--- config.mk ---
export PLATFORM = sky130hd
export DESIGN_NAME = lps_sense_top
export DESIGN_NICKNAME = d
export VERILOG_FILES = /design/src/inc/lps_pkg.sv /design/src/rtl/lps_sense_top.sv /design/src/rtl/lps_serial_slave.sv
export SDC_FILE = /design/constraint.sdc
export NUM_CORES = 1
export LEC_CHECK = 0
export ABC_AREA = 0
export BUFFER_PORTS_ARGS = -buffer_cell sky130_fd_sc_hd__buf_2
export CORE_MARGIN = 2
export CORE_UTILIZATION = 45
export DETAILED_ROUTE_END_ITERATION = 6
export GPL_ROUTABILITY_DRIVEN = 0
export SETUP_SLACK_MARGIN = 0.05
export SYNTH_ARGS = -nofsm -noshare
export SYNTH_HDL_FRONTEND = slang
export SYNTH_SLANG_ARGS = --single-unit
--- constraint.sdc ---
create_clock -name sys_clk -period 4.5 [get_ports sys_clk]
set_input_delay 0.225 -clock sys_clk [delete_from_list [all_inputs] [get_ports sys_clk]]
set_output_delay 0.225 -clock sys_clk [all_outputs]
set_load 0.005 [all_outputs]
--- src/inc/lps_pkg.sv ---
// constants, register map and state types for the light/reflect sensing block
// Functional notes
// - 12-bit light conversion every 100ms when enabled
// - light result readable at 0x9 and 0xA
// - 8-bit reflect result stored at 0x8
// - reflect result is lit minus dark reading
// - one reflect measurement lasts 0.54ms
// - LED pulsed 0.1ms per reflect measurement
// - sleep between measurements set by config[6:4]
// - config bit 3 selects LED drive strength
// - mode bit selects visible or infrared light
// - light and reflect converters run independently
// - light flag set outside programmed threshold window
// - light flag holds until host writes 0
// - reflect flag set above high threshold, persisted
// - reflect flag cleared below low, or host
// - persistence counts gate each flag separately
// - combine bit selects AND or OR of flags
// - both enables low means power-down
// - interrupt control register layout, resets to 0x00
package lps_pkg;
    localparam logic [7:0] REG_ID = 8'h00;
    localparam logic [7:0] REG_CFG = 8'h01;
    localparam logic [7:0] REG_INT = 8'h02;
    localparam logic [7:0] REG_PLT = 8'h03;
    localparam logic [7:0] REG_PHT = 8'h04;
    localparam logic [7:0] REG_LTA = 8'h05;
    localparam logic [7:0] REG_LTB = 8'h06;
    localparam logic [7:0] REG_LTC = 8'h07;
    localparam logic [7:0] REG_PRES = 8'h08;
    localparam logic [7:0] REG_LRES1 = 8'h09;
    localparam logic [7:0] REG_LRES2 = 8'h0a;
    localparam logic [7:0] REG_TE = 8'h0e;
    localparam logic [7:0] REG_TF = 8'h0f;
    localparam logic [7:0] REG_LAST = 8'h0f;
    localparam logic [7:0] REG_RST = 8'h00;
    // identity values are arbitrary
    localparam logic [7:0] ID_VALUE = 8'h5a;
    localparam logic [6:0] DEV_ID = 7'h3a;
    localparam int CFG_REN_BIT = 7;
    localparam int CFG_SLP_LSB = 4;
    localparam int CFG_DRV_BIT = 3;
    localparam int CFG_LEN_BIT = 2;
    localparam int CFG_MODE_BIT = 0;
    localparam int INT_RF_BIT = 7;
    localparam int INT_RP_LSB = 5;
    localparam int INT_LF_BIT = 3;
    localparam int INT_LP_LSB = 1;
    localparam int INT_COMB_BIT = 0;
    localparam logic [4:0] PERSIST_N0 = 5'h01;
    localparam logic [4:0] PERSIST_N1 = 5'h04;
    localparam logic [4:0] PERSIST_N2 = 5'h08;
    localparam logic [4:0] PERSIST_N3 = 5'h10;
    localparam int CLK_HZ = 10_000_000;
    localparam int LIGHT_CONV_MS = 100;
    localparam int PROX_CONV_US = 540;
    localparam int LED_PULSE_US = 100;
    localparam int SLEEP_STEP_US = 100;
    localparam int LIGHT_CONV_CYC = CLK_HZ / 1000 * LIGHT_CONV_MS;
    localparam int PROX_CONV_CYC = CLK_HZ / 1_000_000 * PROX_CONV_US;
    localparam int LED_PULSE_CYC = CLK_HZ / 1_000_000 * LED_PULSE_US;
    localparam int SLEEP_STEP_CYC = CLK_HZ / 1_000_000 * SLEEP_STEP_US;
    localparam int CW = 24;
    typedef enum logic [1:0] {PX_OFF, PX_MEAS, PX_SLEEP} lps_px_state_e;
    typedef enum logic [2:0] {BS_IDLE, BS_DEV, BS_REG, BS_WR, BS_RD} lps_bus_state_e;
endpackage : lps_pkg

--- src/rtl/lps_sense_top.sv ---
// light and reflect sequencing, result registers, flags and interrupt pin
`timescale 1ns/1ps
module lps_sense_top #(
    parameter int LIGHT_CONV_CYC = lps_pkg::LIGHT_CONV_CYC,
    parameter int PROX_CONV_CYC = lps_pkg::PROX_CONV_CYC,
    parameter int SLEEP_STEP_CYC = lps_pkg::SLEEP_STEP_CYC,
    parameter int LED_PULSE_CYC = lps_pkg::LED_PULSE_CYC
) (
    input wire logic sys_clk,
    input wire logic rst_n,
    input wire logic scl_in,
    input wire logic sda_in,
    output logic sda_out,
    output logic sda_oe_n,
    input wire logic [11:0] light_sample,
    input wire logic [7:0] ir_sample,
    output logic led_drive_pin,
    output logic led_drive_high,
    output logic light_ir_mode,
    output logic power_down,
    output logic interrupt_out_n
);
    localparam logic [23:0] LT_LAST = 24'(LIGHT_CONV_CYC - 1);
    localparam logic [23:0] PX_LAST = 24'(PROX_CONV_CYC - 1);
    localparam logic [23:0] LED_ON_AT = 24'(LED_PULSE_CYC);
    localparam logic [23:0] LED_OFF_AT = 24'(2 * LED_PULSE_CYC);
    localparam logic [23:0] LED_W = 24'(LED_PULSE_CYC);

    logic wr_en;
    logic [7:0] reg_addr, wr_data;
    logic [7:0] rd_data_w;
    logic [7:0] reg_view [0:15];

    logic [7:0] cfg_r, plt_r, pht_r, tha_r, thb_r, thc_r, te_r, tf_r;
    logic [1:0] rp_r, lp_r;
    logic comb_r;
    logic light_flag_r, reflect_flag_r;
    logic [11:0] light_result_r;
    logic [7:0] prox_result_r;

    logic [23:0] lt_cnt_r, px_cnt_r;
    lps_pkg::lps_px_state_e px_st_r;
    logic [7:0] dark_r, lit_r;
    logic led_r, led_high_r, mode_r, pdn_r, int_n_r;
    logic [4:0] lt_run_r, ph_run_r, pl_run_r;
    logic [23:0] led_width_r;

    function automatic logic [4:0] persist_need(input logic [1:0] code);
        persist_need = (code == 2'h0) ? lps_pkg::PERSIST_N0 :
                       (code == 2'h1) ? lps_pkg::PERSIST_N1 :
                       (code == 2'h2) ? lps_pkg::PERSIST_N2 : lps_pkg::PERSIST_N3;
    endfunction : persist_need

    // saturates at sixteen so a long run never wraps back under the limit
    function automatic logic [4:0] persist_step(input logic [4:0] cnt, input logic hit);
        persist_step = !hit ? 5'h00 : (cnt == lps_pkg::PERSIST_N3) ? cnt : cnt + 5'h01;
    endfunction : persist_step

    lps_serial_slave #(
        .DEV_ID(lps_pkg::DEV_ID)
    ) u_slave (
        .sys_clk(sys_clk),
        .rst_n(rst_n),
        .scl_in(scl_in),
        .sda_in(sda_in),
        .sda_out(sda_out),
        .sda_oe_n(sda_oe_n),
        .wr_en(wr_en),
        .reg_addr(reg_addr),
        .wr_data(wr_data),
        .rd_data(rd_data_w)
    );

    // register decode
    wire wr_cfg_w = wr_en && reg_addr == lps_pkg::REG_CFG;
    wire wr_int_w = wr_en && reg_addr == lps_pkg::REG_INT;
    wire wr_plt_w = wr_en && reg_addr == lps_pkg::REG_PLT;
    wire wr_pht_w = wr_en && reg_addr == lps_pkg::REG_PHT;
    wire wr_lta_w = wr_en && reg_addr == lps_pkg::REG_LTA;
    wire wr_ltb_w = wr_en && reg_addr == lps_pkg::REG_LTB;
    wire wr_ltc_w = wr_en && reg_addr == lps_pkg::REG_LTC;
    wire wr_te_w = wr_en && reg_addr == lps_pkg::REG_TE;
    wire wr_tf_w = wr_en && reg_addr == lps_pkg::REG_TF;

    wire ren_w = cfg_r[lps_pkg::CFG_REN_BIT];
    wire len_w = cfg_r[lps_pkg::CFG_LEN_BIT];
    wire [2:0] slp_w = cfg_r[lps_pkg::CFG_SLP_LSB +: 3];
    wire [11:0] lt_low_w = {tha_r, thb_r[7:4]};
    wire [11:0] lt_high_w = {thb_r[3:0], thc_r};

    // read view, reserved bits and holes read as zero, except config bit 1 which reads back as written
    assign reg_view[0] = lps_pkg::ID_VALUE;
    assign reg_view[1] = cfg_r;
    assign reg_view[2] = {reflect_flag_r, rp_r, 1'b0, light_flag_r, lp_r, comb_r};
    assign reg_view[3] = plt_r;
    assign reg_view[4] = pht_r;
    assign reg_view[5] = tha_r;
    assign reg_view[6] = thb_r;
    assign reg_view[7] = thc_r;
    assign reg_view[8] = prox_result_r;
    assign reg_view[9] = light_result_r[7:0];
    assign reg_view[10] = {4'h0, light_result_r[11:8]};
    assign reg_view[11] = 8'h00;
    assign reg_view[12] = 8'h00;
    assign reg_view[13] = 8'h00;
    assign reg_view[14] = te_r;
    assign reg_view[15] = tf_r;
    assign rd_data_w = (reg_addr[7:4] == 4'h0) ? reg_view[reg_addr[3:0]] : 8'h00;

    always_ff @(posedge sys_clk) begin
        if (!rst_n) begin
            cfg_r <= lps_pkg::REG_RST;
            plt_r <= lps_pkg::REG_RST;
            pht_r <= lps_pkg::REG_RST;
            tha_r <= lps_pkg::REG_RST;
            thb_r <= lps_pkg::REG_RST;
            thc_r <= lps_pkg::REG_RST;
            te_r <= lps_pkg::REG_RST;
            tf_r <= lps_pkg::REG_RST;
            rp_r <= 2'h0;
            lp_r <= 2'h0;
            comb_r <= 1'b0;
        end else begin
            if (wr_cfg_w) cfg_r <= wr_data;
            if (wr_plt_w) plt_r <= wr_data;
            if (wr_pht_w) pht_r <= wr_data;
            if (wr_lta_w) tha_r <= wr_data;
            if (wr_ltb_w) thb_r <= wr_data;
            if (wr_ltc_w) thc_r <= wr_data;
            if (wr_te_w) te_r <= wr_data;
            if (wr_tf_w) tf_r <= wr_data;
            if (wr_int_w) begin
                rp_r <= wr_data[lps_pkg::INT_RP_LSB +: 2];
                lp_r <= wr_data[lps_pkg::INT_LP_LSB +: 2];
                comb_r <= wr_data[lps_pkg::INT_COMB_BIT];
            end
        end
    end

    // light converter: free running integration period while enabled
    wire lt_done_w = len_w && lt_cnt_r == LT_LAST;
    always_ff @(posedge sys_clk) begin
        if (!rst_n || !len_w) lt_cnt_r <= 24'h0;
        else lt_cnt_r <= lt_done_w ? 24'h0 : lt_cnt_r + 24'h1;
    end

    always_ff @(posedge sys_clk) begin
        if (!rst_n) light_result_r <= 12'h000;
        else if (lt_done_w) light_result_r <= light_sample;
    end

    // reflect measurement: dark sample, LED pulse, lit sample, then sleep
    wire [23:0] sleep_len_w = 24'(SLEEP_STEP_CYC) * {21'h0, 3'h7 - slp_w};
    wire px_done_w = ren_w && px_st_r == lps_pkg::PX_MEAS && px_cnt_r == PX_LAST;
    wire [7:0] diff_w = (lit_r > dark_r) ? lit_r - dark_r : 8'h00;

    always_ff @(posedge sys_clk) begin
        if (!rst_n || !ren_w) begin
            px_st_r <= lps_pkg::PX_OFF;
            px_cnt_r <= 24'h0;
            led_r <= 1'b0;
        end else begin
            unique case (px_st_r)
                lps_pkg::PX_OFF: begin
                    px_st_r <= lps_pkg::PX_MEAS;
                    px_cnt_r <= 24'h0;
                end
                lps_pkg::PX_MEAS: begin
                    px_cnt_r <= px_cnt_r + 24'h1;
                    if (px_cnt_r == LED_ON_AT) led_r <= 1'b1;
                    if (px_cnt_r == LED_OFF_AT) led_r <= 1'b0;
                    if (px_done_w) begin
                        px_cnt_r <= 24'h0;
                        if (sleep_len_w != 24'h0) px_st_r <= lps_pkg::PX_SLEEP;
                    end
                end
                lps_pkg::PX_SLEEP: begin
                    px_cnt_r <= px_cnt_r + 24'h1;
                    if (px_cnt_r == sleep_len_w - 24'h1) begin
                        px_cnt_r <= 24'h0;
                        px_st_r <= lps_pkg::PX_MEAS;
                    end
                end
                default: px_st_r <= lps_pkg::PX_OFF;
            endcase
        end
    end

    // sample points sit on the LED edges so ambient drift between them is small
    always_ff @(posedge sys_clk) begin
        if (!rst_n) begin
            dark_r <= 8'h00;
            lit_r <= 8'h00;
            prox_result_r <= 8'h00;
        end else begin
            if (px_st_r == lps_pkg::PX_MEAS && px_cnt_r == LED_ON_AT) dark_r <= ir_sample;
            if (px_st_r == lps_pkg::PX_MEAS && px_cnt_r == LED_OFF_AT) lit_r <= ir_sample;
            if (px_done_w) prox_result_r <= diff_w;
        end
    end

    // window and threshold tests with persistence
    wire lt_out_w = light_sample < lt_low_w || light_sample > lt_high_w;
    wire [4:0] lt_run_nxt = persist_step(lt_run_r, lt_out_w);
    wire lt_set_w = lt_done_w && lt_out_w && lt_run_nxt >= persist_need(lp_r);
    wire ph_hit_w = diff_w > pht_r;
    wire pl_hit_w = diff_w < plt_r;
    wire [4:0] ph_run_nxt = persist_step(ph_run_r, ph_hit_w);
    wire [4:0] pl_run_nxt = persist_step(pl_run_r, pl_hit_w);
    wire rf_set_w = px_done_w && ph_hit_w && ph_run_nxt >= persist_need(rp_r);
    wire rf_lo_w = px_done_w && pl_hit_w && pl_run_nxt >= persist_need(rp_r);
    wire lf_clr_w = wr_int_w && !wr_data[lps_pkg::INT_LF_BIT];
    wire rf_clr_w = (wr_int_w && !wr_data[lps_pkg::INT_RF_BIT]) || rf_lo_w;

    always_ff @(posedge sys_clk) begin
        if (!rst_n) begin
            lt_run_r <= 5'h00;
            ph_run_r <= 5'h00;
            pl_run_r <= 5'h00;
        end else begin
            if (lt_done_w) lt_run_r <= lt_run_nxt;
            if (px_done_w) ph_run_r <= ph_run_nxt;
            if (px_done_w) pl_run_r <= pl_run_nxt;
        end
    end

    // a set in the same cycle as a clear wins
    always_ff @(posedge sys_clk) begin
        if (!rst_n) begin
            light_flag_r <= 1'b0;
            reflect_flag_r <= 1'b0;
        end else begin
            light_flag_r <= lt_set_w || (light_flag_r && !lf_clr_w);
            reflect_flag_r <= rf_set_w || (reflect_flag_r && !rf_clr_w);
        end
    end

    wire comb_flag_w = comb_r ? (light_flag_r && reflect_flag_r) :
                                (light_flag_r || reflect_flag_r);

    always_ff @(posedge sys_clk) begin
        if (!rst_n) begin
            int_n_r <= 1'b1;
            led_high_r <= 1'b0;
            mode_r <= 1'b0;
            pdn_r <= 1'b1;
            led_width_r <= 24'h0;
        end else begin
            int_n_r <= !comb_flag_w;
            led_high_r <= cfg_r[lps_pkg::CFG_DRV_BIT];
            mode_r <= cfg_r[lps_pkg::CFG_MODE_BIT];
            pdn_r <= !ren_w && !len_w;
            led_width_r <= led_r ? led_width_r + 24'h1 : 24'h0;
        end
    end

    assign led_drive_pin = led_r;
    assign led_drive_high = led_high_r;
    assign light_ir_mode = mode_r;
    assign power_down = pdn_r;
    assign interrupt_out_n = int_n_r;
endmodule : lps_sense_top

--- src/rtl/lps_serial_slave.sv ---
// two-wire serial register slave with burst read and write
`timescale 1ns/1ps
module lps_serial_slave #(
    parameter logic [6:0] DEV_ID = lps_pkg::DEV_ID
) (
    input wire logic sys_clk,
    input wire logic rst_n,
    input wire logic scl_in,
    input wire logic sda_in,
    output logic sda_out,
    output logic sda_oe_n,
    output logic wr_en,
    output logic [7:0] reg_addr,
    output logic [7:0] wr_data,
    input wire logic [7:0] rd_data
);
    logic scl_m, scl_s, scl_d, sda_m, sda_s, sda_d;
    lps_pkg::lps_bus_state_e st_r;
    logic [3:0] bit_r;
    logic [7:0] sh_r, ptr_r, wr_data_r;
    logic rw_r, mack_r, oe_n_r, wr_en_r;

    function automatic logic [7:0] ptr_next(input logic [7:0] p);
        ptr_next = (p == lps_pkg::REG_LAST) ? 8'h00 : p + 8'h01;
    endfunction : ptr_next

    // third stage only feeds the edge detectors
    always_ff @(posedge sys_clk) begin
        if (!rst_n) begin
            {scl_m, scl_s, scl_d} <= 3'h7;
            {sda_m, sda_s, sda_d} <= 3'h7;
        end else begin
            {scl_m, scl_s, scl_d} <= {scl_in, scl_m, scl_s};
            {sda_m, sda_s, sda_d} <= {sda_in, sda_m, sda_s};
        end
    end

    wire start_w = scl_s & scl_d & sda_d & ~sda_s;
    wire stop_w = scl_s & scl_d & ~sda_d & sda_s;
    wire rise_w = scl_s & ~scl_d;
    wire fall_w = ~scl_s & scl_d;
    wire id_ok_w = (sh_r[7:1] == DEV_ID);
    wire load_w = (st_r == lps_pkg::BS_DEV && rw_r) || (st_r == lps_pkg::BS_RD && mack_r);

    // a stop mid-byte simply drops the byte: writes happen only at the ack
    always_ff @(posedge sys_clk) begin
        wr_en_r <= 1'b0;
        if (!rst_n) begin
            st_r <= lps_pkg::BS_IDLE;
            bit_r <= 4'h0;
            sh_r <= 8'h00;
            ptr_r <= 8'h00;
            wr_data_r <= 8'h00;
            rw_r <= 1'b0;
            mack_r <= 1'b0;
            oe_n_r <= 1'b1;
        end else if (start_w) begin
            st_r <= lps_pkg::BS_DEV;
            bit_r <= 4'h0;
            oe_n_r <= 1'b1;
        end else if (stop_w) begin
            st_r <= lps_pkg::BS_IDLE;
            oe_n_r <= 1'b1;
        end else if (st_r != lps_pkg::BS_IDLE && rise_w) begin
            bit_r <= bit_r + 4'h1;
            if (bit_r < 4'h8 && st_r != lps_pkg::BS_RD) sh_r <= {sh_r[6:0], sda_s};
            if (bit_r == 4'h8 && st_r == lps_pkg::BS_RD) begin
                mack_r <= ~sda_s;
                if (!sda_s) ptr_r <= ptr_next(ptr_r);
            end
        end else if (st_r != lps_pkg::BS_IDLE && fall_w) begin
            if (bit_r == 4'h8) begin
                oe_n_r <= (st_r == lps_pkg::BS_RD) || (st_r == lps_pkg::BS_DEV && !id_ok_w);
                if (st_r == lps_pkg::BS_DEV) rw_r <= sh_r[0];
                if (st_r == lps_pkg::BS_DEV && !id_ok_w) st_r <= lps_pkg::BS_IDLE;
                if (st_r == lps_pkg::BS_REG) ptr_r <= sh_r;
                if (st_r == lps_pkg::BS_WR) begin
                    wr_en_r <= 1'b1;
                    wr_data_r <= sh_r;
                end
            end else if (bit_r == 4'h9) begin
                bit_r <= 4'h0;
                oe_n_r <= load_w ? rd_data[7] : 1'b1;
                if (load_w) sh_r <= {rd_data[6:0], 1'b0};
                unique case (st_r)
                    lps_pkg::BS_IDLE: ;
                    lps_pkg::BS_DEV: st_r <= rw_r ? lps_pkg::BS_RD : lps_pkg::BS_REG;
                    lps_pkg::BS_REG: st_r <= lps_pkg::BS_WR;
                    lps_pkg::BS_WR: ptr_r <= ptr_next(ptr_r);
                    lps_pkg::BS_RD: if (!mack_r) st_r <= lps_pkg::BS_IDLE;
                endcase
            end else if (st_r == lps_pkg::BS_RD) begin
                oe_n_r <= sh_r[7];
                sh_r <= {sh_r[6:0], 1'b0};
            end
        end
    end

    assign sda_out = 1'b0;
    assign sda_oe_n = oe_n_r;
    assign wr_en = wr_en_r;
    assign reg_addr = ptr_r;
    assign wr_data = wr_data_r;
endmodule : lps_serial_slave

==> flow_summary.toml <==
[outcome]
status = "finished clean"

[drt]
vias_per_cell = 5.44
drt-total-wl_mm = 31.5
drc = 0
postRouteAntennaNets = 0
via_count = 10500
drtPass1Iterations = 6
wire_per_inst_um = 16.3
drtIter0Drc = 621

[yosys]
syn_inst = 1510
synth_area_per_cell_um2 = 8.29
seq_area_frac_synth_pct = 34.8
syn-cell-area_um2 = 12500
ys_ff_latch = 218
synth_top_area_share_pct = 34.8
synth_cell_types = 69
synth_warnings = 0
synth_common_cells = "236 x nor2_1, 218 x dfxtp_1, 117 x mux2i_1"
syn-num-nets = 1630
synth_top_flop_cell = "dfxtp_1"
yosys-top-cells-area = "dfxtp_1 35%, mux2i_1 9.4%, ha_1 9.1%"
synth_edf_count = 0
synth_top_cell_by_area = "dfxtp_1"
synth_most_common_cell = "nor2_1"
async_reset_ff_share_pct = 0

[placed_design]
portBuffers = 29
place_ws_ns = 0.0768
dp_hpwl_mm = 22.2

[timing]
setup_violations = 0
tns_ns = 0
skew_ns = 0.0233
maxSlewHeadroom_pct = 19.4
period_needed_ns = 4.14
fin_hold_ws_ns = 0.113
hold_viol = 0
rsz0062_at_grt = "false"
worst_slack_ns = 0.364
slew_viol_final = 0
tightestPinTransition_ns = 1.20
fin_crit_sh_pct = 91.9
timing.fmax_mhz = 242

[clocking]
root_buffer = "clkbuf_16"
cts.sinks = 218
cts_tree = "yes"
insertion_delay_ns = 0.54
cts-buffers-inserted = 26
cts.htree.levels = 1
ctsLongestPathBuffers = 3
clkTransAtPathRegs_ns = 0.06

[critical_path]
worst_path_dominant_cell_family = "simple AND/OR/NAND/NOR gates"
path_depth = 24
required_ns = 4.95
critical_path_peak_fanout = 6
cp.arrival_ns = 4.59
cpMostUsedCell = "o21ai_1"
path_class = "reg -> reg"
cp_slowest_cell = "or3b_2"
cp-end-kind = "flop"
path_cells = "inv_1 > ha_1 > nor2b_2 > o21ai_2 > a21oi_2 > or3_1 > o21ai_2 > buf_6 > nor2_2 > ha_1 > nor2b_1 > o21ai_1 > nand2b_1 > a21oi_1 > o21ai_1 > o21ai_1 > or3b_2 > ha_1 > nor2_1 > a21boi_0 > o21ai_1 > nand2b_1 > a21oi_2 > o41ai_2"
ff2ff_path_depth = 24
slowest_delay_ns = 0.49
path_buf_inv = 2
cp-start-kind = "flop"

[cells_and_area]
largestRegisters = "lt_cnt_r: 24 flops, px_cnt_r: 24 flops, light_result_r: 12 flops"
drive_above_1_share_pct = 8.80
final_core_util_pct = 51.5
final_nets = 1656
syn_to_final_growth_pct = 13.5
antennaDiodeCount = 0

[global_route]
grt_pass1_wl_mm = 51.2
grt_pass1_vias = 9818
antenna_found_initial = 0
use_met1_pct = 31.0
track_usage_pct = 21.7
gr-usage-met2_pct = 35.2
grt_use_met3_pct = 2.59
busiest_layer = "met2"
grt_max_degree = 80
grt_remaining_overflow = 0

[hold_path]
hold_path_depth = 2
hp-class = "in -> reg"

[floorplanning]
die_h_um = 171
core_um2 = 27600
dieArea_um2 = 29200
std_cell_rows = 61
io_pins = 31
initial_utilization_pct = 45.3
die_x_um = 171

[run]
cap_violations = 0

[power]
powerDensity_nw_per_um2 = 297
power.leakage_nw = 4.92
peakVddDrop_uv = 311
==> placed cells by master, fill, tap and decap left out, types with 6 or more instances in the layout <==
master and count:
nor2_1 234, o21ai_0 44, mux2i_1 117, or3_1 13, dlygate4sd3_1 22, nor3_1 27, o22ai_1 9, xnor2_1 31
a22o_1 6, buf_2 29, nand4_1 20, a211oi_1 17, clkbuf_16 26, and2_1 9, a21o_1 18, inv_1 85
nand2_1 110, a21oi_1 103, dfxtp_1 218, buf_4 20, and3_1 17, mux4_2 8, a31oi_1 17, nor4_1 6
nand2b_1 39, nor2b_1 16, o21ai_1 9, a22oi_1 8, nand3b_1 10, nand3_1 42, or2_2 7, ha_1 90
xor2_1 25
==> metrics by stage <==
| stage | std cells | total power (W) | cell area [µm²] |
|---|---|---|---|
| global placement | 1863 | 0.00207 | 13000 |
| finish | 1934 | 0.00422 | 14200 |
| detailed placement | 1863 | 0.00207 | 13000 |
| floorplan | 1510 | 0.00203 | 12500 |
| CTS | 1933 | 0.00428 | 14100 |
| global route | 1934 | 0.00436 | 14200 |
==> metal layers <==
layer | share of wire [%] | vias up
met1 | 49 | 5006
met3 | 3.7 | 36
met5 | 0 | -
met2 | 45 | 186
met4 | 1.9 | 0
li1 | - | 5300
==> where the power goes <==
part           total, W  internal (W)  switching (W)
clock network   0.00217       0.00132       0.000855
registers       0.00194       0.00193     0.00000394
logic          0.000105     0.0000430      0.0000624
total           0.00422       0.00330       0.000921
==> repair_timing <==
action | 4_1_cts | 5_1_grt
resized for setup | 1 | 20
hold buffers | 22 | 0
cloned | 0 | 0
setup buffers | 0 | 1
setup endpoints to repair | 1 | 1
pin swaps | 0 | 2
hold endpoints to repair | 30 | 0
==> path summary, 6_finish.rpt <==
kind / from / end / slack (ns)
setup reg to reg: dark_r[2]$_SDFFE_PN0P_ / reflect_flag_r$_SDFF_PN0_ / 0.36
setup / recovery: dark_r[2]$_SDFFE_PN0P_ / reflect_flag_r$_SDFF_PN0_ / 0.36
hold / removal: rst_n / u_slave.scl_d$_SDFF_PN1_ / 0.11
hold reg to reg: u_slave.sda_m$_SDFF_PN1_ / u_slave.sda_s$_SDFF_PN1_ / 0.42
==> worst reg2reg max path, cell delays in order (launching register included) <==
cell and delay (ns):
dfxtp_1 0.32, inv_1 0.04, ha_1 0.33, nor2b_2 0.18
o21ai_2 0.14, a21oi_2 0.07, or3_1 0.32, o21ai_2 0.10
buf_6 0.16, nor2_2 0.06, ha_1 0.29, nor2b_1 0.13
o21ai_1 0.07, nand2b_1 0.07, a21oi_1 0.06, o21ai_1 0.12
o21ai_1 0.10, or3b_2 0.49, ha_1 0.29, nor2_1 0.04
a21boi_0 0.16, o21ai_1 0.07, nand2b_1 0.08, a21oi_2 0.06
o41ai_2 0.29
==> area by class of cell <==
class | instances | area [µm²]
clock inverter | 14 | 173
clock buffer | 34 | 731
timing repair buffer | 73 | 547
inverter | 86 | 325
multi-input combinational | 1131 | 7610
tap | 378 | 473
fill | 2683 | 13400
sequential | 218 | 4360
==> cell families (layout without fill, tap and decap cells) <==
group | after synthesis | after routing | share of synthesized area, %
AND/OR/NAND/NOR | 576 | 576 | 21.7
buffers and inverters | 161 | 207 | 5.04
XOR/XNOR | 56 | 56 | 3.92
AO/OA/AOI/OAI | 275 | 275 | 13.6
multiplexers | 127 | 127 | 11.0
adder cells (fa/ha/maj) | 96 | 96 | 9.89
other | 1 | 1 | 0.0299
flip-flops | 218 | 218 | 34.8
Power figures use the tool's default switching activity.
